`src/rtl/pump_map.vh`:
```
`ifndef PUMP_MAP_VH
`define PUMP_MAP_VH

// =====================================================================
// Register address and layout
`define PUMP_CONTROL_ADDR   16'h100D
`define PUMP_CONTROL_RESET  8'h00

// =====================================================================
// Field positions
`define MODE_HI_BIT         7
`define MODE_LO_BIT         6
`define OSC_SEL_BIT         5
`define REQ_FLAG_BIT        2
`define THRESH_FLAG_BIT     1
`define READY_FLAG_BIT      0

// =====================================================================
// Mode encodings
`define MODE_OFF            2'h0
`define MODE_PERIPH         2'h1
`define MODE_AUTO           2'h2
`define MODE_ON             2'h3

// =====================================================================
// Clock source select encodings (one-hot)
`define CLK_SRC_INTERNAL    3'h1
`define CLK_SRC_CONV_RC     3'h2
`define CLK_SRC_SYS_DIV     3'h4

`endif

```
`src/rtl/level_sync.v`:
```
`timescale 1ns/100ps

// =====================================================================
// Two-flop synchroniser per bit
module level_sync #(
  parameter WIDTH = 2
) (
  // Clock and reset
  input  wire             clock,
  input  wire             rst,
  // Data
  input  wire [WIDTH-1:0] async_in,
  output wire [WIDTH-1:0] sync_out
);

  genvar i;
  generate
    for (i = 0; i < WIDTH; i = i + 1) begin : g_bit
      reg meta_r;
      reg stable_r;
      // First flop feeds only the second
      always @(posedge clock) begin
        if (rst) begin
          meta_r   <= 1'b0;
          stable_r <= 1'b0;
        end else begin
          meta_r   <= async_in[i];
          stable_r <= meta_r;
        end
      end
      assign sync_out[i] = stable_r;
    end
  endgenerate

endmodule

```
`src/rtl/pump_enable_logic.v`:
```
`timescale 1ns/100ps
`include "pump_map.vh"

// =====================================================================
// Mode decode: pump enable and peripheral request
module pump_enable_logic (
  // Mode and conditions
  input  wire [1:0] mode,
  input  wire       supply_above,
  input  wire       periph_on,
  // Decisions
  output reg        pump_enable,
  output reg        pump_request
);

  // Combinational mode decode
  always @* begin
    pump_request = 1'b0;
    pump_enable  = 1'b0;
    case (mode)
      `MODE_ON: begin
        pump_enable = 1'b1;
      end
      `MODE_AUTO: begin
        pump_enable = ~supply_above;
      end
      `MODE_PERIPH: begin
        pump_request = periph_on & ~supply_above;
        pump_enable  = periph_on & ~supply_above;
      end
      default: begin
        pump_enable = 1'b0;
      end
    endcase
  end

endmodule

```
`src/rtl/charge_pump_control.v`:
```
// Operation
// - mode 11 turns pump on always
// - mode 10 enables pump below threshold
// - mode 01 needs peripheral on and low
// - mode resets 00, 00 means off
// - select 1 uses internal pump oscillator
// - select 0: RC idle, divided clock converting
// - bit 1 reads supply above threshold
// - bit 0 reads pump steady-state ready
// - bit 2 reads peripheral pump request
// - mode 7:6, select 5, flags 2:0
`timescale 1ns/100ps
`include "pump_map.vh"

module charge_pump_control #(
  parameter ADDR_W = 16
) (
  // Clock and reset
  input  wire              clock,
  input  wire              rst,
  // Register port
  input  wire [ADDR_W-1:0] addr,
  input  wire [7:0]        wdata,
  input  wire              wr_stb,
  input  wire              rd_stb,
  output reg  [7:0]        rdata,
  // Converter and peripheral state
  input  wire              converter_go_bit,
  input  wire              analog_peripheral_on,
  // Analog side, asynchronous
  input  wire              supply_above_threshold,
  input  wire              pump_settled,
  // Analog controls
  output reg               pump_enable,
  output reg  [2:0]        pump_clk_sel
);

  // ===================================================================
  // Control register fields
  reg [1:0] pump_mode_select_r;
  reg       pump_osc_select_r;
  reg       pump_request_flag_r;
  reg       pump_ready_flag_r;
  reg       above_flag_r;

  wire [1:0] synced;
  wire       above_s;
  wire       settled_s;
  wire       enable_nxt;
  wire       request_nxt;
  wire       hit;
  reg  [2:0] clk_sel_nxt;

  assign hit = (addr == `PUMP_CONTROL_ADDR);

  // ===================================================================
  // Input synchronisation
  // two-flop crossing
  level_sync #(
    .WIDTH (2)
  ) u_sync (
    .clock    (clock),
    .rst      (rst),
    .async_in ({pump_settled, supply_above_threshold}),
    .sync_out (synced)
  );
  assign above_s   = synced[0];
  assign settled_s = synced[1];

  // ===================================================================
  // Mode decode
  pump_enable_logic u_enable (
    .mode         (pump_mode_select_r),
    .supply_above (above_s),
    .periph_on    (analog_peripheral_on),
    .pump_enable  (enable_nxt),
    .pump_request (request_nxt)
  );

  // Clock source choice, one-hot
  always @* begin
    if (pump_osc_select_r)
      clk_sel_nxt = `CLK_SRC_INTERNAL;
    else if (converter_go_bit)
      clk_sel_nxt = `CLK_SRC_SYS_DIV;
    else
      clk_sel_nxt = `CLK_SRC_CONV_RC;
  end

  // ===================================================================
  // Writable fields; status bits ignore writes
  always @(posedge clock) begin
    if (rst) begin
      pump_mode_select_r <= 2'h0;
      pump_osc_select_r  <= 1'b0;
    end else if (wr_stb && hit) begin
      pump_mode_select_r <= wdata[`MODE_HI_BIT:`MODE_LO_BIT];
      pump_osc_select_r  <= wdata[`OSC_SEL_BIT];
    end
  end

  // ===================================================================
  // Status and analog outputs, all registered
  always @(posedge clock) begin
    if (rst) begin
      pump_enable         <= 1'b0;
      pump_clk_sel        <= `CLK_SRC_CONV_RC;
      pump_request_flag_r <= 1'b0;
      pump_ready_flag_r   <= 1'b0;
      above_flag_r        <= 1'b0;
    end else begin
      pump_enable         <= enable_nxt;
      pump_clk_sel        <= clk_sel_nxt;
      pump_request_flag_r <= request_nxt;
      // ready only while enabled and settled
      pump_ready_flag_r   <= pump_enable & settled_s;
      above_flag_r        <= above_s;
    end
  end

  // ===================================================================
  // Read port: data one cycle after strobe, zero otherwise
  always @(posedge clock) begin
    if (rst) begin
      rdata <= 8'h00;
    end else if (rd_stb && hit) begin
      // read layout, bits 4:3 read zero
      rdata <= {pump_mode_select_r, pump_osc_select_r, 2'h0,
                pump_request_flag_r, above_flag_r, pump_ready_flag_r};
    end else begin
      rdata <= 8'h00;
    end
  end

endmodule

```
`config.mk`:
```
export PLATFORM = sky130hd
export DESIGN_NAME = charge_pump_control
export DESIGN_NICKNAME = d
export VERILOG_FILES = /design/src/rtl/level_sync.v /design/src/rtl/pump_enable_logic.v /design/src/rtl/charge_pump_control.v
export VERILOG_INCLUDE_DIRS = /design/src /design/src/rtl
export SDC_FILE = /design/constraint.sdc
export NUM_CORES = 1
export LEC_CHECK = 0
export BUFFER_PORTS_ARGS = -buffer_cell sky130_fd_sc_hd__buf_2
export CAP_MARGIN = 20
export CELL_PAD_IN_SITES_DETAIL_PLACEMENT = 2
export CELL_PAD_IN_SITES_GLOBAL_PLACEMENT = 2
export CORE_MARGIN = 4
export CORE_UTILIZATION = 23
export DETAILED_ROUTE_END_ITERATION = 6
export MAX_ROUTING_LAYER = met4
export PLACE_DENSITY = 0.85
export SKIP_LAST_GASP = 1
export SYNTH_ARGS = -nofsm -noshare
export SYNTH_HDL_FRONTEND = slang
export SYNTH_HIERARCHICAL = 1
export SYNTH_SLANG_ARGS = --single-unit
export TNS_END_PERCENT = 100
```
`constraint.sdc`:
```
create_clock -name clock -period 1.24 [get_ports clock]
set_input_delay 0.124 -clock clock [delete_from_list [all_inputs] [get_ports clock]]
set_output_delay 0.124 -clock clock [all_outputs]
set_load 0.05 [all_outputs]
```
# == Yosys cells after proc, flatten, opt, wreduce, memory -nomap -nowiden ==
# Index checks and enable logic that the tools add are counted.
# word_totals
register_bits,22
in_bits,32
out_inout_bits,12
elab_cells,31
# op_classes
n_eq_ne,4
mux,3
bitwise_logic,5
n_reduce_logical,5
# op_table
operator,count
$eq 16x13->1 const B,1
$reduce_or 2->1,3
$eq 2x2->1 const B,2
$mux 3,1
$not 1->1,3
$pmux 1 s3,1
$and 1x1->1,2
$eq 2x1->1 const B,1
$logic_and 1x1->1,2
$mux 2,1

# == Longest topological paths before layout ==
# Gate-level depths: netlist of run 1.
# depth
ltp_word,4
depth_mapped,4
mapped_depth_nobuf,4

# == Hierarchy ==
# Netlist of run 1, hierarchy kept.
# by_module_without_submodules
module,n_inst,cells_each,area_each_um2,seq_area_each_um2
charge_pump_control,1,51,598.1,320.3
level_sync,1,10,120.1,80.1
pump_enable_logic,1,5,27.5,0.0

# == Worst setup path before layout of run 1 ==
# Ideal clock, no wire load.
# synth_path
path_type,input -> register
startpoint,input port addr[15]
endpoint,register rdata[0]
setup_time_ps,59
t_arrival_ps,959
required_ps,1181
setup_slack_ps,222
path_stages,4
n_path_buf,0
cell_sequence,nor4b_4 > nand4_2 > nor3b_4 > and2_1
# synth_between
elab_chain_len,4
# synth_rtl
item,line_no,rtl
start: declaration,charge_pump_control.v:22,"input wire [ADDR_W-1:0] addr,"
$eq 16x13->1 (no source line),--,
$logic_and 1x1->1,charge_pump_control.v:126,end else if (rd_stb && hit) begin
$not 1->1 (no source line),--,
$reduce_or 2->1 (no source line),--,
end signal: assignment,charge_pump_control.v:128,"rdata <= {pump_mode_select_r, pump_osc_select_r, 2'h0,"
end: declaration,charge_pump_control.v:26,"output reg [7:0] rdata,"
# Every way passes these cells.
# A chain may end at the register's enable or synchronous reset.

# == Worst setup path in the final report of run 1 ==
# layout_path
startpoint,register pump_enable
endpoint,output port pump_enable
# layout_lines
item,line_no,rtl
start: declaration,charge_pump_control.v:34,"output reg pump_enable,"
start signal: assignment,charge_pump_control.v:112,pump_enable <= enable_nxt;
# No word-level cell between the ends.

==> key figures, run 1 <==
Clocking
  • Clk slew on worst S/H paths: 0.11 ns
  • CTS tree: yes
  • Post-CTS sizing: 0
  • Total CTS buffers: 3
  • Clk_lat worst skew: 0.30 ns
  • Clock root cell: clkbuf_4
  • Clock Path Buffers: 2
  • Setup Buffers After CTS: 0
  • H-tree Lvls: 1
  • # clock sinks: 20
  • Post-CTS Hold Buffers: 1

Logic synthesis
  • Syn avg cell area: 11.3 µm²
  • Netlist cell types: 22
  • Multiplexer share of the synthesized area: 0
  • Synth area leaders: dfxtp_1 (54%), nor2b_1 (6.7%), nor4b_4 (6.4%)
  • Complex-gate fraction of the synthesized area: 0.0638
  • Synth area leader: dfxtp_1
  • Synth Area in Adders: 0
  • Xor-xnor portion of the synthesized cell area: 0
  • Seq/Total Area, Yosys: 0.537
  • Post-synthesis simple-gate area fraction: 0.344
  • Synth warnings: 6
  • Area share of the largest cell type after synthesis: 0.537
  • Post-synthesis register bit count: 20
  • Cell Area, Synth: 746 µm²
  • Syn Inst Count: 66
  • Main combinational cell family by area after synthesis: simple AND/OR/NAND/NOR gates

STA
  • Final Hold Vio Count: 0
  • Min Tclk post-route: 1.03 ns
  • RSZ-0062 raised after global routing: no
  • Max Slew Vio Count: 0
  • Fmax: 968 MHz
  • Clock Skew: 0.00346 ns
  • Final period util: 0.833
  • Hold_ws: 0.0247 ns
  • Final setup fails: 0
  • Setup TNS Final: 0 ns

Critical path
  • Crit path capture type: output pin
  • Crit path from: pump_enable
  • Worst-path cell chain: buf_2
  • Crit-path max FO: 2
  • Critical Path AT: 0.91 ns
  • Worst R2R Start: pump_mode_select_r[0]
  • Critical path class: reg2out
  • CP Depth: 1
  • Slowest CP cell: dfxtp_1
  • Crit path max-delay family: flip-flops
  • Slowest Stage Delay on Critical Path: 0.35 ns
  • Reg2reg path depth: 3
  • Worst Setup Start Kind: register
  • Worst Path Required: 1.12 ns
  • Buf+Inv Stages, Crit Path: 1

Placed design
  • Port bufs: 36
  • Post-DP HPWL: 1460 µm
  • Cell Area, Placed: 951 µm²
  • GP Congestion: 0.721

Cells and area
  • Fin nets: 136
  • Area grow syn2layout: 35.9%
  • Area of the multi-input gates: 312 µm²
  • Final Cell Area: 1010 µm²
  • FF/Latch Area: 400 µm²
  • Layout fillers: 345
  • Share of layout cells above drive strength 1: 0.447
  • Core Util, Final: 0.329
  • Ant. Diodes: 0

Power and ir drop
  • Leakage: 0.465 nW
  • Total Power: 0.00129 W
  • Logic gate share of total power: 0.087
  • Internal power: 0.00103 W
  • Total power divided by cell area: 1270 nW/µm²
  • Sequential Power Share: 0.507
  • Net Sw Frac: 0.204
  • Peak VDD IR: 0.000538 V
  • Power share of the clock group: 0.406
  • Switching pwr: 0.000264 W

Detailed routing
  • DRC Markers: 0
  • Drt initial violations: 7
  • ANT nets after route: 0
  • Drt via density: 4.05
  • Total vias in the final route: 596
  • WL final: 1710 µm
  • Post-DR wirelength/cell: 11.6 µm
  • Drt first pass iters: 2

GRT
  • Largest net degree at the start of global routing: 16
  • Vias in the first global route: 609
  • Antenna violations before repair: 0
  • GRT Total Usage: 0.0826
  • First-pass GRT wire length: 2550 µm
  • Total grt overflow: 0

Worst hold path
  • Hold WC Path Type: in2reg
  • Worst hold path depth: 2
  • Min-delay src: pump_settled

Floorplan
  • Initial core utilization: 0.242
  • Die Span Y: 64.9 µm
  • Core Region: 3080 µm²
  • FP Rows: 20
  • Top-Level Pins: 44
  • Die footprint: 4220 µm²
  • DIE WIDTH: 64.9 µm

Flow run
  • Max Cap Viol: 0

Status
  • Status: complete, no violations
## registers in the layout, indices dropped and copies added (netlist names)
register / count
rdata: 6
u_sync/g_bit.meta_r: 2
pump_ready_flag_r: 1
pump_osc_select_r: 1
u_sync/g_bit.stable_r: 2
pump_enable: 1
pump_clk_sel: 3
pump_mode_select_r: 2
above_flag_r: 1
pump_request_flag_r: 1
## cell usage in the layout (no fill, tap or decap), drive strengths merged, types with 2 or more instances in the layout
cell | synthesis | final
buf | 4 | 36
dfxtp | 20 | 20
nor2b | 8 | 8
and2 | 6 | 6
a21oi | 4 | 4
o21ai | 4 | 4
nand3 | 3 | 3
nand2 | 3 | 3
clkbuf | 1 | 3
nor4b | 2 | 2
conb | 1 | 2
nor3b | 2 | 2
## final timing paths
check / slack (ns) / to
setup / recovery: 0.21 / pump_enable
hold / removal: 0.02 / u_sync/g_bit[1].meta_r
setup reg to reg: 0.42 / pump_enable
hold reg to reg: 0.44 / rdata[2]
## layer usage
layer  up-vias  GRT usage  wire length [µm]
li1        291          -                 -
met5         -          -                 0
met2        29      0.157               912
met1       272     0.0791               621
met3         4     0.0156               144
met4         0     0.0396                27
## Yosys cell counts
cell and number:
and2_1 6, o21ai_0 3, nand2_1 3, o21ai_1 1, nor2_1 1, conb_1 1, and4_1 1, inv_1 1
nor4_4 1, clkbuf_1 1, nor4b_4 2, nand4_2 1, dfxtp_1 20, nor2b_1 8, nor3b_4 1, a21oi_1 4
nor3_2 1, nor3b_1 1, and4bb_1 1, o21bai_1 1, nand3_1 3, buf_4 4
## stage by stage
step,std cells,worst slack (ns)
2_1_floorplan,67,0.222
3_3_place_gp,142,-0.0140
6_report,147,0.207
3_5_place_dp,142,-0.113
5_1_grt,147,0.129
4_1_cts,147,0.187
## layout make-up
type / count / area share
repair buffers: 37 / 0.188
flip-flops and latches: 20 / 0.395
clock inverters: 1 / 0.0296
multi-input cells: 41 / 0.307
well taps: 44 / 0.0543
inverters: 1 / 0.00370
clock buffers: 3 / 0.0222
## cell families (layout without fill, tap and decap cells)
group           Yosys count  after routing
compound gates            9              9
buf+inv                   6             42
flops                    20             20
simple gates             30             30
other cells               1              2
## power groups by stage
stage / Sequential [W] / Combinational [W] / Clock, W
global placement: 0.000669 / 0.000107 / 0
finish: 0.000655 / 0.000112 / 0.000524
global route: 0.000657 / 0.000120 / 0.000580
CTS: 0.000656 / 0.000114 / 0.000543
detailed placement: 0.000670 / 0.000112 / 0
floorplan: 0.000681 / 0.0000455 / 0
(Power assumes the default switching activity.)
==> run 2: changes to the inputs <==
CORE_UTILIZATION = 21   (was 23)
PLACE_DENSITY = 0.83   (was 0.85)
clock period = 0.9 ns   (was 1.24 ns; I/O delays follow)
==> key figures, run 2 (synthesis gave the netlist of run 1 again) <==
Floorplan
  • Die footprint: 4570 µm²
  • FP Rows: 21
  • Core Region: 3390 µm²
  • Initial core utilization: 0.220
  • DIE WIDTH: 67.6 µm
  • Top-Level Pins: 44
  • Die Span Y: 67.6 µm

Cells and area
  • Share of layout cells above drive strength 1: 0.577
  • Area grow syn2layout: 53.5%
  • Most frequent cells in the layout: buf_2 (21), dfxtp_1 (10), dfxtp_2 (9)
  • Ant. Diodes: 0
  • Area of the multi-input gates: 320 µm²
  • Most common cell after layout, fill and taps aside: buf_2
  • Largest registers: rdata (6), pump_clk_sel (3)
  • Max FFs per register: 6
  • Fin nets: 138
  • Layout fillers: 372
  • FF/Latch Area: 415 µm²
  • Largest register by flop count: rdata

Clocking
  • Clk slew on worst S/H paths: 0.10 ns
  • CTS tree: yes
  • # clock sinks: 20
  • Clk_lat worst skew: 0.29 ns
  • Total CTS buffers: 3
  • Clock root cell: clkbuf_4
  • H-tree Lvls: 1
  • Clock Path Buffers: 2

Critical path
  • Slowest Stage Delay on Critical Path: 0.30 ns
  • Worst Path Required: 1.13 ns
  • Worst-path cell chain: buf_6 -> nor4_4 -> nand4_2 -> nor3b_4 -> and2_1
  • Crit path capture type: register
  • Reg-to-Reg End: pump_enable
  • Worst Setup Start Kind: input pin
  • Reg2reg path depth: 3
  • Crit-path max FO: 6
  • Worst R2R Start: pump_mode_select_r[0]
  • Register-to-register setup slack: 0.09 ns
  • Critical path class: in2reg
  • Slowest CP cell: nor4_4
  • Critical Path AT: 1.15 ns

STA
  • Final Hold Vio Count: 0
  • Final period util: 1.02
  • Hold_ws: 0.0130 ns
  • Setup TNS Final: -0.0669 ns
  • Min Tclk post-route: 0.918 ns
  • Clock Skew: 0.00145 ns
  • RSZ-0062 raised after global routing: yes
  • Fmax: 1090 MHz
  • Setup ws final: -0.0178 ns
  • Max Slew Vio Count: 0
  • Final setup fails: 6

Detailed routing
  • Drt initial violations: 3
  • Drt via density: 4.11
  • Post-DR wirelength/cell: 13.3 µm
  • Drt first pass iters: 2
  • WL final: 2000 µm
  • DRC Markers: 0
  • Total vias in the final route: 616
  • ANT nets after route: 0

GRT
  • First-pass GRT wire length: 3430 µm
  • Total grt overflow: 0
  • Largest net degree at the start of global routing: 11
  • Vias in the first global route: 786
  • GRT Total Usage: 0.105
  • Antenna violations before repair: 0

Power and ir drop
  • Switching pwr: 0.000343 W
  • Sequential Power Share: 0.607
  • Net Sw Frac: 0.231
  • Power share of the clock group: 0.270
  • Peak VDD IR: 0.000567 V
  • Internal power: 0.00114 W
  • Logic gate share of total power: 0.123
  • Leakage: 0.493 nW
  • Total power divided by cell area: 1300 nW/µm²

Placed design
  • Post-DP HPWL: 1720 µm
  • GP Congestion: 0.669
  • Port bufs: 36

Status
  • Status: finished, violations left
  • Failing checks: setup timing

Flow run
  • Max Cap Viol: 0

Worst hold path
  • Hold WC Path Type: in2reg
  • Worst hold path depth: 2
  • Min-delay src: supply_above_threshold
  • Hold Path End: u_sync/g_bit[0].meta_r
## run 2: changes by cell type in the layout (fill, tap and decap cells not counted), moves of 2 or more
cell,before,now
dfxtp_1,20,10
dfxtp_2,0,9
buf_6,0,8
buf_2,36,21
buf_4,0,2
buf_8,0,7
## run 2: stage by stage
step | cells | cell area [µm²] | total power [W] | util | worst slack [ns]
floorplan | 67 | 749 | 0.00100 | - | -0.0596
global placement | 145 | 961 | 0.00107 | 0.283 | -0.272
detailed placement | 145 | 961 | 0.00108 | 0.283 | -0.377
CTS | 149 | 1080 | 0.00151 | 0.320 | -0.0438
global route | 150 | 1140 | 0.00158 | 0.338 | -0.0785
finish | 150 | 1140 | 0.00149 | 0.338 | -0.0178
## run 2: worst max-delay path, delay by kind of cell
kind	cells	cell delay [ns]
and+or+nand+nor	4	0.97
buffers and inverters	1	0.09
## run 2: layout make-up
cell class	instances	share of cell area
Sequential cell	20	0.363
Tap cell	46	0.0503
Inverter	1	0.00328
Clock buffer	3	0.0197
Timing Repair Buffer	39	0.284
Multi-Input combinational cell	41	0.280
## run 2: power by group through the flow
stage	clock network (W)	logic [W]	registers, W
6_report	0.000402	0.000182	0.000903
4_1_cts	0.000424	0.000181	0.000905
5_1_grt	0.000478	0.000197	0.000905
2_1_floorplan	0	0.0000627	0.000939
3_3_place_gp	0	0.000149	0.000922
3_5_place_dp	0	0.000158	0.000924
## run 2: metal layers
layer,vias to the layer above,part of all wire,GRT usage
li1,294,-,-
met1,288,0.38,0.106
met2,32,0.54,0.190
met3,2,0.073,0.0300
met4,0,0.0040,0.0380
met5,-,0,-
## run 2: timing repair
item                                   4_1_cts  5_1_grt
setup endpoints to repair                   17       17
hold buffers                                 1        0
gates cloned                                 0        0
resized for setup                           25       21
setup buffers                                0        1
endpoints found under the hold margin        1        0
pin swaps                                    2        2
## run 2: how the worst max path moves through the flow
stage | from | end | slack [ns] | depth (start not counted)
2_1_floorplan | addr[4] | rdata[0] | -0.06 | 4
3_3_place_gp | addr[8] | rdata[1] | -0.27 | 5
3_5_place_dp | addr[15] | rdata[6] | -0.38 | 5
4_1_cts | addr[15] | rdata[0] | -0.04 | 5
5_1_grt | addr[8] | rdata[6] | -0.08 | 5
6_report | addr[8] | rdata[0] | -0.02 | 5
